$ cat src/core/pioc_defines.svh
`ifndef PIOC_DEFINES_SVH
`define PIOC_DEFINES_SVH

// Register byte offsets on the local register port.
`define PIOC_OFF_OWN_SET 8'h00
`define PIOC_OFF_OWN_CLR 8'h04
`define PIOC_OFF_OWN_STS 8'h08
`define PIOC_OFF_OE_SET 8'h10
`define PIOC_OFF_OE_CLR 8'h14
`define PIOC_OFF_OE_STS 8'h18
`define PIOC_OFF_FLT_SET 8'h20
`define PIOC_OFF_FLT_CLR 8'h24
`define PIOC_OFF_FLT_STS 8'h28
`define PIOC_OFF_OD_SET 8'h30
`define PIOC_OFF_OD_CLR 8'h34
`define PIOC_OFF_OD_STS 8'h38
`define PIOC_OFF_PIN_STS 8'h3C
`define PIOC_OFF_IRQ_EN 8'h40
`define PIOC_OFF_IRQ_DIS 8'h44
`define PIOC_OFF_IRQ_MSK 8'h48
`define PIOC_OFF_IRQ_STS 8'h4C
`define PIOC_OFF_MD_SET 8'h50
`define PIOC_OFF_MD_CLR 8'h54
`define PIOC_OFF_MD_STS 8'h58
`define PIOC_OFF_PU_DIS 8'h60
`define PIOC_OFF_PU_EN 8'h64
`define PIOC_OFF_PU_STS 8'h68
`define PIOC_OFF_SEL_A 8'h70
`define PIOC_OFF_SEL_B 8'h74
`define PIOC_OFF_SEL_STS 8'h78
`define PIOC_OFF_OW_SET 8'hA0
`define PIOC_OFF_OW_CLR 8'hA4
`define PIOC_OFF_OW_STS 8'hA8

// Reset values and line population.
`define PIOC_RST_ZERO 32'h0000_0000
`define PIOC_RST_OWN 32'h0000_0000
`define PIOC_ALL_LINES 32'hFFFF_FFFF

// Timing: clock period and the number of synchroniser stages a pin passes before any logic sees it.
`define PIOC_CLK_NS 20
`define PIOC_SYNC_STAGES 2

`endif

$ cat src/core/pioc_pkg.sv
package pioc_pkg;

	// One bit per I/O line.
	typedef logic [31:0] pioc_vec_t;

	// Apply a set/clear register pair to a status vector; set wins over clear.
	function automatic pioc_vec_t pioc_setclr(input pioc_vec_t cur, input logic hit_set,
		input logic hit_clr, input pioc_vec_t d, input pioc_vec_t lines);
		pioc_vec_t r;
		r = cur;
		if (hit_clr) begin
			r = r & ~(d & lines);
		end
		if (hit_set) begin
			r = r | (d & lines);
		end
		return r;
	endfunction : pioc_setclr

endpackage : pioc_pkg

$ cat src/core/pioc_in_if.sv
// Sampled pin levels passed between the input path and the controller core.
interface pioc_in_if;
	import pioc_pkg::*;
	pioc_vec_t raw;
	pioc_vec_t filt;
	pioc_vec_t filt_en;
	pioc_vec_t chg;
	logic clk_en;
	modport filt_mp (input filt_en, input clk_en, output raw, output filt);
	modport det_mp (input filt, input clk_en, output chg);
	modport ctl_mp (input raw, input filt, input chg, output filt_en, output clk_en);
endinterface : pioc_in_if

$ cat src/core/pioc_in_filter.sv
`include "pioc_defines.svh"

// Pin synchroniser and per-line glitch filter.
module pioc_in_filter
	import pioc_pkg::*;
(
	input wire logic core_clk_in,
	input wire logic rst_b_in,
	input wire pioc_vec_t pad_in,
	pioc_in_if.filt_mp io
);

	pioc_vec_t sync1_reg;
	pioc_vec_t sync2_reg;
	pioc_vec_t prev_reg;
	pioc_vec_t filt_reg;

	// Two stages before any logic sees a pin; the raw level feeds the peripherals unfiltered.
	always_ff @(posedge core_clk_in) begin
		if (!rst_b_in) begin
			sync1_reg <= `PIOC_RST_ZERO;
			sync2_reg <= `PIOC_RST_ZERO;
		end else begin
			sync1_reg <= pad_in;
			sync2_reg <= sync1_reg;
		end
	end

	// A filtered line takes a new level only after two equal samples, which costs one
	// cycle of latency and rejects any pulse that is seen in one sample only.
	always_ff @(posedge core_clk_in) begin
		if (!rst_b_in) begin
			prev_reg <= `PIOC_RST_ZERO;
			filt_reg <= `PIOC_RST_ZERO;
		end else if (io.clk_en) begin
			prev_reg <= sync2_reg;
			filt_reg <= (io.filt_en & (sync2_reg ~^ prev_reg) & sync2_reg) |
				(io.filt_en & (sync2_reg ^ prev_reg) & filt_reg) |
				(~io.filt_en & sync2_reg);
		end
	end

	assign io.raw = sync2_reg;
	assign io.filt = filt_reg;

endmodule : pioc_in_filter

$ cat src/core/pioc_chg_detect.sv
`include "pioc_defines.svh"

// Input change detector: compares two successive filtered samples per line.
module pioc_chg_detect
	import pioc_pkg::*;
(
	input wire logic core_clk_in,
	input wire logic rst_b_in,
	pioc_in_if.det_mp io
);

	pioc_vec_t last_reg;
	logic primed_reg;

	// The first sample after reset only primes the history, so no false change is seen.
	always_ff @(posedge core_clk_in) begin
		if (!rst_b_in) begin
			last_reg <= `PIOC_RST_ZERO;
			primed_reg <= 1'b0;
		end else if (io.clk_en) begin
			last_reg <= io.filt;
			primed_reg <= 1'b1;
		end
	end

	// Change pulses exist only while the controller clock runs.
	assign io.chg = (io.clk_en && primed_reg) ? (io.filt ^ last_reg) : `PIOC_RST_ZERO;

endmodule : pioc_chg_detect

$ cat src/core/pioc_top.sv
// The plain strobed port and the address map were chosen for this implementation.
`include "pioc_defines.svh"

module pioc_top
	import pioc_pkg::*;
#(
	parameter pioc_vec_t LINES = `PIOC_ALL_LINES,
	parameter pioc_vec_t OWN_RESET = `PIOC_RST_OWN
)
(
	input wire logic core_clk_in,
	input wire logic rst_b_in,
	input wire logic ctl_clk_en_in,
	input wire logic [7:0] reg_addr_in,
	input wire logic [31:0] reg_wdata_in,
	input wire logic reg_wr_in,
	input wire logic reg_rd_in,
	output logic [31:0] reg_rdata_out,
	input wire pioc_vec_t pad_in,
	output pioc_vec_t pad_out,
	output pioc_vec_t pad_oe_out,
	output pioc_vec_t pullup_en_out,
	input wire pioc_vec_t per_a_data_in,
	input wire pioc_vec_t per_a_oe_in,
	input wire pioc_vec_t per_b_data_in,
	input wire pioc_vec_t per_b_oe_in,
	output pioc_vec_t per_pin_out,
	output logic irq_out
);

	pioc_vec_t own_reg;
	pioc_vec_t sel_reg;
	pioc_vec_t oe_reg;
	pioc_vec_t od_reg;
	pioc_vec_t ow_reg;
	pioc_vec_t md_reg;
	pioc_vec_t flt_reg;
	pioc_vec_t imr_reg;
	pioc_vec_t isr_reg;
	pioc_vec_t pu_reg;
	pioc_vec_t pin_reg;
	pioc_vec_t pad_out_reg;
	pioc_vec_t pad_oe_reg;
	pioc_vec_t per_pin_reg;
	pioc_vec_t pu_out_reg;
	pioc_vec_t od_next;
	pioc_vec_t isr_next;
	pioc_vec_t drv_data;
	pioc_vec_t drv_oe;
	logic [31:0] rdata_reg;
	logic [31:0] rdata_next;
	logic irq_reg;
	logic isr_read;

	pioc_in_if in_if ();

	// Synchroniser and glitch filter for all lines.
	pioc_in_filter u_filter (
		.core_clk_in(core_clk_in),
		.rst_b_in(rst_b_in),
		.pad_in(pad_in),
		.io(in_if.filt_mp)
	);

	// Change detector on the filtered levels.
	pioc_chg_detect u_detect (
		.core_clk_in(core_clk_in),
		.rst_b_in(rst_b_in),
		.io(in_if.det_mp)
	);

	assign in_if.filt_en = flt_reg;
	assign in_if.clk_en = ctl_clk_en_in;

	// Write decode helper.
	function automatic logic wr_hit(input logic [7:0] off);
		return reg_wr_in && (reg_addr_in == off);
	endfunction : wr_hit

	// Ownership and peripheral select; writes need no controller clock.
	always_ff @(posedge core_clk_in) begin
		if (!rst_b_in) begin
			own_reg <= OWN_RESET & LINES;
			sel_reg <= `PIOC_RST_ZERO;
		end else begin
			own_reg <= pioc_setclr(own_reg, wr_hit(`PIOC_OFF_OWN_SET),
				wr_hit(`PIOC_OFF_OWN_CLR), reg_wdata_in, LINES);
			sel_reg <= pioc_setclr(sel_reg, wr_hit(`PIOC_OFF_SEL_B),
				wr_hit(`PIOC_OFF_SEL_A), reg_wdata_in, LINES);
		end
	end

	// Output enable status is kept whatever owns the line.
	always_ff @(posedge core_clk_in) begin
		if (!rst_b_in) begin
			oe_reg <= `PIOC_RST_ZERO;
		end else begin
			oe_reg <= pioc_setclr(oe_reg, wr_hit(`PIOC_OFF_OE_SET),
				wr_hit(`PIOC_OFF_OE_CLR), reg_wdata_in, LINES);
		end
	end

	// Output data: set/clear writes, plus direct writes through the authorisation mask.
	always_comb begin
		od_next = pioc_setclr(od_reg, wr_hit(`PIOC_OFF_OD_SET),
			wr_hit(`PIOC_OFF_OD_CLR), reg_wdata_in, LINES);
		if (wr_hit(`PIOC_OFF_OD_STS)) begin
			od_next = (od_reg & ~(ow_reg & LINES)) | (reg_wdata_in & ow_reg & LINES);
		end
	end

	always_ff @(posedge core_clk_in) begin
		if (!rst_b_in) begin
			od_reg <= `PIOC_RST_ZERO;
		end else begin
			od_reg <= od_next;
		end
	end

	// Authorisation mask starts cleared so direct writes are inert until enabled.
	always_ff @(posedge core_clk_in) begin
		if (!rst_b_in) begin
			ow_reg <= `PIOC_RST_ZERO;
		end else begin
			ow_reg <= pioc_setclr(ow_reg, wr_hit(`PIOC_OFF_OW_SET),
				wr_hit(`PIOC_OFF_OW_CLR), reg_wdata_in, LINES);
		end
	end

	// Open-drain, filter, pull-up and interrupt mask status.
	always_ff @(posedge core_clk_in) begin
		if (!rst_b_in) begin
			md_reg <= `PIOC_RST_ZERO;
			flt_reg <= `PIOC_RST_ZERO;
			pu_reg <= `PIOC_RST_ZERO;
			imr_reg <= `PIOC_RST_ZERO;
		end else begin
			md_reg <= pioc_setclr(md_reg, wr_hit(`PIOC_OFF_MD_SET),
				wr_hit(`PIOC_OFF_MD_CLR), reg_wdata_in, LINES);
			flt_reg <= pioc_setclr(flt_reg, wr_hit(`PIOC_OFF_FLT_SET),
				wr_hit(`PIOC_OFF_FLT_CLR), reg_wdata_in, LINES);
			pu_reg <= pioc_setclr(pu_reg, wr_hit(`PIOC_OFF_PU_DIS),
				wr_hit(`PIOC_OFF_PU_EN), reg_wdata_in, LINES);
			imr_reg <= pioc_setclr(imr_reg, wr_hit(`PIOC_OFF_IRQ_EN),
				wr_hit(`PIOC_OFF_IRQ_DIS), reg_wdata_in, LINES);
		end
	end

	// Pull-up enables leave from a flop; the next status is used so no cycle is lost.
	always_ff @(posedge core_clk_in) begin
		if (!rst_b_in) begin
			pu_out_reg <= ~`PIOC_RST_ZERO & LINES;
		end else begin
			pu_out_reg <= ~pioc_setclr(pu_reg, wr_hit(`PIOC_OFF_PU_DIS),
				wr_hit(`PIOC_OFF_PU_EN), reg_wdata_in, LINES) & LINES;
		end
	end

	// Drive selection: controller or the chosen peripheral.
	always_comb begin
		drv_data = (own_reg & od_reg) |
			(~own_reg & ~sel_reg & per_a_data_in) |
			(~own_reg & sel_reg & per_b_data_in);
		drv_oe = (own_reg & oe_reg) |
			(~own_reg & ~sel_reg & per_a_oe_in) |
			(~own_reg & sel_reg & per_b_oe_in);
	end

	// Pads are registered; an open-drain line releases instead of driving high.
	always_ff @(posedge core_clk_in) begin
		if (!rst_b_in) begin
			pad_out_reg <= `PIOC_RST_ZERO;
			pad_oe_reg <= `PIOC_RST_ZERO;
		end else begin
			pad_out_reg <= drv_data & LINES;
			pad_oe_reg <= drv_oe & ~(md_reg & drv_data) & LINES;
		end
	end

	// Peripherals see the synchronised pin, never the filtered one.
	always_ff @(posedge core_clk_in) begin
		if (!rst_b_in) begin
			per_pin_reg <= `PIOC_RST_ZERO;
		end else begin
			per_pin_reg <= in_if.raw & LINES;
		end
	end

	// Pin level readback freezes while the controller clock is off.
	always_ff @(posedge core_clk_in) begin
		if (!rst_b_in) begin
			pin_reg <= `PIOC_RST_ZERO;
		end else if (ctl_clk_en_in) begin
			pin_reg <= in_if.filt & LINES;
		end
	end

	// Interrupt status: a change arriving with the clearing read still sets its bit.
	assign isr_read = reg_rd_in && (reg_addr_in == `PIOC_OFF_IRQ_STS);

	always_comb begin
		isr_next = isr_reg;
		if (isr_read) begin
			isr_next = `PIOC_RST_ZERO;
		end
		isr_next = isr_next | (in_if.chg & LINES);
	end

	always_ff @(posedge core_clk_in) begin
		if (!rst_b_in) begin
			isr_reg <= `PIOC_RST_ZERO;
			irq_reg <= 1'b0;
		end else begin
			isr_reg <= isr_next;
			irq_reg <= |(isr_next & imr_reg);
		end
	end

	// Read mux; unmapped and write-only offsets read zero.
	always_comb begin
		rdata_next = `PIOC_RST_ZERO;
		unique case (reg_addr_in)
			`PIOC_OFF_OWN_STS: rdata_next = own_reg;
			`PIOC_OFF_OE_STS: rdata_next = oe_reg;
			`PIOC_OFF_FLT_STS: rdata_next = flt_reg;
			`PIOC_OFF_OD_STS: rdata_next = od_reg;
			`PIOC_OFF_PIN_STS: rdata_next = pin_reg;
			`PIOC_OFF_IRQ_MSK: rdata_next = imr_reg;
			`PIOC_OFF_IRQ_STS: rdata_next = isr_reg;
			`PIOC_OFF_MD_STS: rdata_next = md_reg;
			`PIOC_OFF_PU_STS: rdata_next = pu_reg;
			`PIOC_OFF_SEL_STS: rdata_next = sel_reg;
			`PIOC_OFF_OW_STS: rdata_next = ow_reg;
			default: rdata_next = `PIOC_RST_ZERO;
		endcase
	end

	// Read data stands only in the cycle after the strobe.
	always_ff @(posedge core_clk_in) begin
		if (!rst_b_in) begin
			rdata_reg <= `PIOC_RST_ZERO;
		end else if (reg_rd_in) begin
			rdata_reg <= rdata_next & LINES;
		end else begin
			rdata_reg <= `PIOC_RST_ZERO;
		end
	end

	assign reg_rdata_out = rdata_reg;
	assign pad_out = pad_out_reg;
	assign pad_oe_out = pad_oe_reg;
	assign pullup_en_out = pu_out_reg;
	assign per_pin_out = per_pin_reg;
	assign irq_out = irq_reg;

	// Checks on the behaviour above.
	a_odsr_auth_mask: assert property (@(posedge core_clk_in) disable iff (!rst_b_in)
		(reg_wr_in && reg_addr_in == `PIOC_OFF_OD_STS) |=>
		((od_reg ^ $past(od_reg)) & ~$past(ow_reg)) == `PIOC_RST_ZERO)
		else $error("Unauthorised output data bit changed.");

	a_od_never_high: assert property (@(posedge core_clk_in) disable iff (!rst_b_in)
		(pad_oe_reg & md_reg & pad_out_reg & ~$past(md_reg)) == `PIOC_RST_ZERO ||
		(pad_oe_reg & $past(md_reg) & pad_out_reg) == `PIOC_RST_ZERO)
		else $error("Open-drain line driven high.");

	a_oe_set_any_own: assert property (@(posedge core_clk_in) disable iff (!rst_b_in)
		(reg_wr_in && reg_addr_in == `PIOC_OFF_OE_SET) |=>
		((oe_reg & $past(reg_wdata_in) & LINES) == ($past(reg_wdata_in) & LINES)))
		else $error("Output enable set write lost.");

	a_pin_hold_off: assert property (@(posedge core_clk_in) disable iff (!rst_b_in)
		!ctl_clk_en_in |=> $stable(pin_reg))
		else $error("Pin level changed with clock off.");

	a_isr_clear_read: assert property (@(posedge core_clk_in) disable iff (!rst_b_in)
		isr_read |=> isr_reg == $past(in_if.chg & LINES))
		else $error("Status read did not clear pending bits.");

	a_irq_follows: assert property (@(posedge core_clk_in) disable iff (!rst_b_in)
		irq_reg == |($past(isr_next) & $past(imr_reg)) || $rose(rst_b_in))
		else $error("Interrupt output disagrees with status and mask.");

	a_pin_two_cycle: assert property (@(posedge core_clk_in) disable iff (!rst_b_in)
		(ctl_clk_en_in && $past(ctl_clk_en_in) && flt_reg == `PIOC_RST_ZERO &&
		$past(flt_reg) == `PIOC_RST_ZERO) |=>
		pin_reg == ($past(in_if.raw, 2) & LINES))
		else $error("Unfiltered pin level not tracked.");

	a_owner_drive: assert property (@(posedge core_clk_in) disable iff (!rst_b_in)
		(own_reg & ~oe_reg) != `PIOC_RST_ZERO |=>
		(pad_oe_out & $past(own_reg & ~oe_reg)) == `PIOC_RST_ZERO)
		else $error("Controller drove a line without output enable.");

	a_rdata_idle: assert property (@(posedge core_clk_in) disable iff (!rst_b_in)
		!reg_rd_in |=> reg_rdata_out == `PIOC_RST_ZERO)
		else $error("Read data present without a read.");

	a_auth_reset: assert property (@(posedge core_clk_in)
		$rose(rst_b_in) |-> ow_reg == `PIOC_RST_ZERO && md_reg == `PIOC_RST_ZERO)
		else $error("Authorisation or open-drain not cleared at reset.");

	a_filter_reject: assert property (@(posedge core_clk_in) disable iff (!rst_b_in)
		(ctl_clk_en_in && $past(ctl_clk_en_in)) |=>
		((in_if.filt ^ $past(in_if.filt)) & $past(flt_reg) &
		($past(in_if.raw) ^ $past(in_if.raw, 2))) == `PIOC_RST_ZERO)
		else $error("Filtered line followed a one-sample pulse.");

	a_chg_sets_isr: assert property (@(posedge core_clk_in) disable iff (!rst_b_in)
		(in_if.chg & LINES) != `PIOC_RST_ZERO |=>
		(isr_reg & $past(in_if.chg & LINES)) == $past(in_if.chg & LINES))
		else $error("Detected change did not set its status bit.");

	a_imr_enable: assert property (@(posedge core_clk_in) disable iff (!rst_b_in)
		(reg_wr_in && reg_addr_in == `PIOC_OFF_IRQ_EN) |=>
		((imr_reg & $past(reg_wdata_in) & LINES) == ($past(reg_wdata_in) & LINES)))
		else $error("Interrupt enable write lost.");

	a_periph_route: assert property (@(posedge core_clk_in) disable iff (!rst_b_in)
		rst_b_in |=>
		(((pad_out_reg ^ $past(per_a_data_in)) & $past(~own_reg & ~sel_reg & LINES)) |
		((pad_out_reg ^ $past(per_b_data_in)) & $past(~own_reg & sel_reg & LINES))) ==
		`PIOC_RST_ZERO)
		else $error("Peripheral drive data not routed by select.");

endmodule : pioc_top

$ cat config.mk
export PLATFORM = sky130hd
export DESIGN_NAME = pioc_top
export DESIGN_NICKNAME = d
export VERILOG_FILES = /design/src/core/pioc_pkg.sv /design/src/core/pioc_in_if.sv /design/src/core/pioc_in_filter.sv /design/src/core/pioc_chg_detect.sv /design/src/core/pioc_top.sv
export VERILOG_INCLUDE_DIRS = /design/src /design/src/core
export SDC_FILE = /design/constraint.sdc
export NUM_CORES = 1
export LEC_CHECK = 0
export ABC_CLOCK_PERIOD_IN_PS = 2600
export BUFFER_PORTS_ARGS = -buffer_cell sky130_fd_sc_hd__buf_2
export CORE_MARGIN = 4
export CORE_UTILIZATION = 58
export DETAILED_ROUTE_END_ITERATION = 16
export GPL_ROUTABILITY_DRIVEN = 0
export HOLD_SLACK_MARGIN = 0.05
export PLACE_DENSITY_LB_ADDON = 0.12
export REMOVE_ABC_BUFFERS = 1
export SYNTH_ARGS = -nofsm -noshare
export SYNTH_HDL_FRONTEND = slang
export SYNTH_HIERARCHICAL = 1
export SYNTH_SLANG_ARGS = --single-unit
$ cat constraint.sdc
create_clock -name core_clk_in -period 2.6 [get_ports core_clk_in]
set_input_delay 0.13 -clock core_clk_in [delete_from_list [all_inputs] [get_ports core_clk_in]]
set_output_delay 0.13 -clock core_clk_in [all_outputs]
set_load 0.05 [all_outputs]
==> results.sh <==
export IMPL_drtIter0Drc=3338
export IMPL_dieWidth_um=229
export IMPL_finalSetupViolations=0
export IMPL_status="finished clean"
export IMPL_die_h_um=229
export IMPL_final_cell_mix="dfxtp_1 (674), nand2_1 (437), buf_2 (363)"
export IMPL_route_detailed_drc=0
export IMPL_synth_area_um2=28300
export IMPL_hold_start="per_a_data_in[17]"
export IMPL_fin_crit_ns=2.31
export IMPL_die_area_um2=52300
export IMPL_final_nets=3774
export IMPL_cp_common_cell="nand3_1"
export IMPL_p_per_area_nw_per_um2=631
export IMPL_synth_edff_count=0
export IMPL_placementRows=80
export IMPL_vias_per_cell=6.13
export IMPL_clk_pin_slew_ns=0.06
export IMPL_dpl_hpwl_mm=57.2
export IMPL_synth_compound_area_frac=0.196
export IMPL_cts_tree="built"
export IMPL_worstPathMaxFanout=15
export IMPL_final_common_cell="dfxtp_1"
export IMPL_synth_cells=3133
export IMPL_area_growth_synth_to_final_pct=23.1
export IMPL_synth_top_family_by_area="simple AND/OR/NAND/NOR gates"
export IMPL_drt_pass1_iter_count=8
export IMPL_worstSetupPathType="reg -> reg"
export IMPL_grt_pass1_vias=25475
export IMPL_synth_xor_area_frac=0.00991
export IMPL_rsz0062_at_grt="no"
export IMPL_cp_start_kind="flop"
export IMPL_p_leak_nw=12.8
export IMPL_slowest_delay_ns=0.42
export IMPL_grt_max_degree=135
export IMPL_fin_util=0.726
export IMPL_cts_sinks=674
export IMPL_ys_ff_latch=674
export IMPL_fill_cells=3512
export IMPL_critPathLaunch="u_detect/primed_reg"
export IMPL_p_total_mw=22.0
export IMPL_synth_warnings=6
export IMPL_port_buffers=365
export IMPL_synth_ff_type="dfxtp_1"
export IMPL_initial_core_util=0.590
export IMPL_hold_path_class="in -> reg"
export IMPL_cp_slowest_cell="o41a_1"
export IMPL_yosysSeqAreaShare=0.477
export IMPL_cts_htree_levels=3
export IMPL_end_kind="flop"
export IMPL_final_period_utilization=0.890
export IMPL_post_synth_mux_area_share=0.0570
export IMPL_routed_wl_mm=95.5
export IMPL_cts_root_buffer="clkbuf_16"
export IMPL_synth_fa_ha_area_frac=0
export IMPL_cts_buffers_inserted=69
export IMPL_vias=25940
export IMPL_ys_types=54
export IMPL_max_slew_margin_rel=0.357
export IMPL_timing_fmax_ghz=0.432
export IMPL_antenna_found_initial=3
export IMPL_synth_area_per_cell_um2=9.02
export IMPL_clk_latency_ns=0.61
export IMPL_boundaryPins=366
export IMPL_ant_nets=0
export IMPL_layout_drive_gt1_share=0.161
export IMPL_path_cells="nand2_2 -> buf_4 -> nor2_1 -> a221oi_1 -> nand3_1 -> nor4_1 -> nand3_1 -> o41a_1"
export IMPL_clock_path_buffers=3
export IMPL_final_area_um2=34800
export IMPL_routedWlPerCell_um=22.5
export IMPL_finalClockSkew_ns=0.0272
export IMPL_r2r_start="u_detect/primed_reg"
export IMPL_hold_viol_final=0
export IMPL_crit_arrival_ns=2.81
export IMPL_synth_simple_area_share=0.213
export IMPL_worst_pin_slew_ns=0.965
export IMPL_cp_required_ns=3.10
export IMPL_async_flop_share=0
export IMPL_post_cts_buffers=0
export IMPL_post_dp_cell_area_um2=30800
export IMPL_reg2reg_slack_ns=0.29
export IMPL_grt_total_usage=0.349
export IMPL_core_area_um2=47900
export IMPL_drv_cap=0
export IMPL_ir_worst_vdd_uv=445
export IMPL_gr_total_overflow=0
export IMPL_grt_pass1_wl_mm=146
export IMPL_final_max_slew_viol_count=0
logic make-up (layout without fill, tap and decap cells):
group,after synthesis,after routing
and+or+nand+nor,1161,1161
buffers and inverters,288,772
muxes,161,161
xor gates and xnor gates,32,32
DFF,674,674
other,0,2
AOI/OAI and AO/OA,817,817
cells in the mapped netlist, types with 27 or more instances:
master,count,area share
buf_2,44,0.0078
nand2_1,437,0.058
nor2_1,87,0.012
a21boi_0,32,0.0085
xnor2_1,32,0.0099
and2_1,161,0.036
nor2b_1,352,0.078
a211oi_1,32,0.0085
o21ai_0,114,0.020
mux2i_1,160,0.057
nor3_1,30,0.0053
clkbuf_1,180,0.024
a221oi_1,32,0.0099
a222oi_1,27,0.0096
dfxtp_1,674,0.48
nand2b_1,33,0.0073
o211ai_1,33,0.0088
a22oi_1,328,0.087
a21oi_1,170,0.030
inv_1,36,0.0048
worst paths after layout:
check / end / cells past startpoint
worst max-delay path: irq_out / 8
worst min-delay path: pad_oe_out[17] / 4
worst max register to register: irq_out / 8
worst min register to register: u_filter/io.raw[16] / 1
routing by layer:
metal | share of wire | up-vias | wire length [um] | track usage
met3 | 0.11 | 291 | 10400 | 0.0779
met1 | 0.40 | 12348 | 37900 | 0.459
met5 | 0.00013 | - | 12 | 0
met2 | 0.46 | 1508 | 43600 | 0.559
met4 | 0.038 | 2 | 3650 | 0.141
li1 | - | 11791 | - | -
metrics by stage:
step                      setup WS, ns  setup TNS (ns)  hold WS [ns]  std cells
after floorplan                 -0.236           -3.11         0.238       2881
after global placement           0.263               0         0.334       3938
after detailed placement         0.173               0         0.338       3938
after CTS                        0.403               0        0.0578       4232
after global routing             0.207               0         0.146       4233
final                            0.286               0         0.107       4234
cell type report:
class	count	area (um^2)	share of cell area
multi-input cells	2171	13600	0.391
flip-flops and latches	674	13500	0.388
repair buffers	617	4570	0.131
clock buffers	96	1950	0.0560
well taps	615	769	0.0221
clock inverters	23	267	0.00766
inverters	36	135	0.00388
diodes	2	5.00	0.000144
critical path, delay by kind of cell (launching register included):
kind / cells / cell delay (ns)
compound gates: 2 / 0.71
simple gates: 5 / 0.91
buf+inv: 1 / 0.24
flops: 1 / 0.32
power breakdown:
part | leakage [nW] | switching, mW | total, mW | internal [mW]
clock network | 1.09 | 4.12 | 9.87 | 5.75
registers | 5.47 | 0.0875 | 10.6 | 10.5
logic | 6.20 | 0.874 | 1.51 | 0.641
total | 12.8 | 5.09 | 22.0 | 16.9
timing repair:
action                                  4_1_cts  5_1_grt
hold endpoints to repair                    353        0
hold buffers                                175        0
endpoints found under the setup margin        0        0
gates resized for setup                       0        0
No activity file was read; power rests on OpenSTA's default activity.
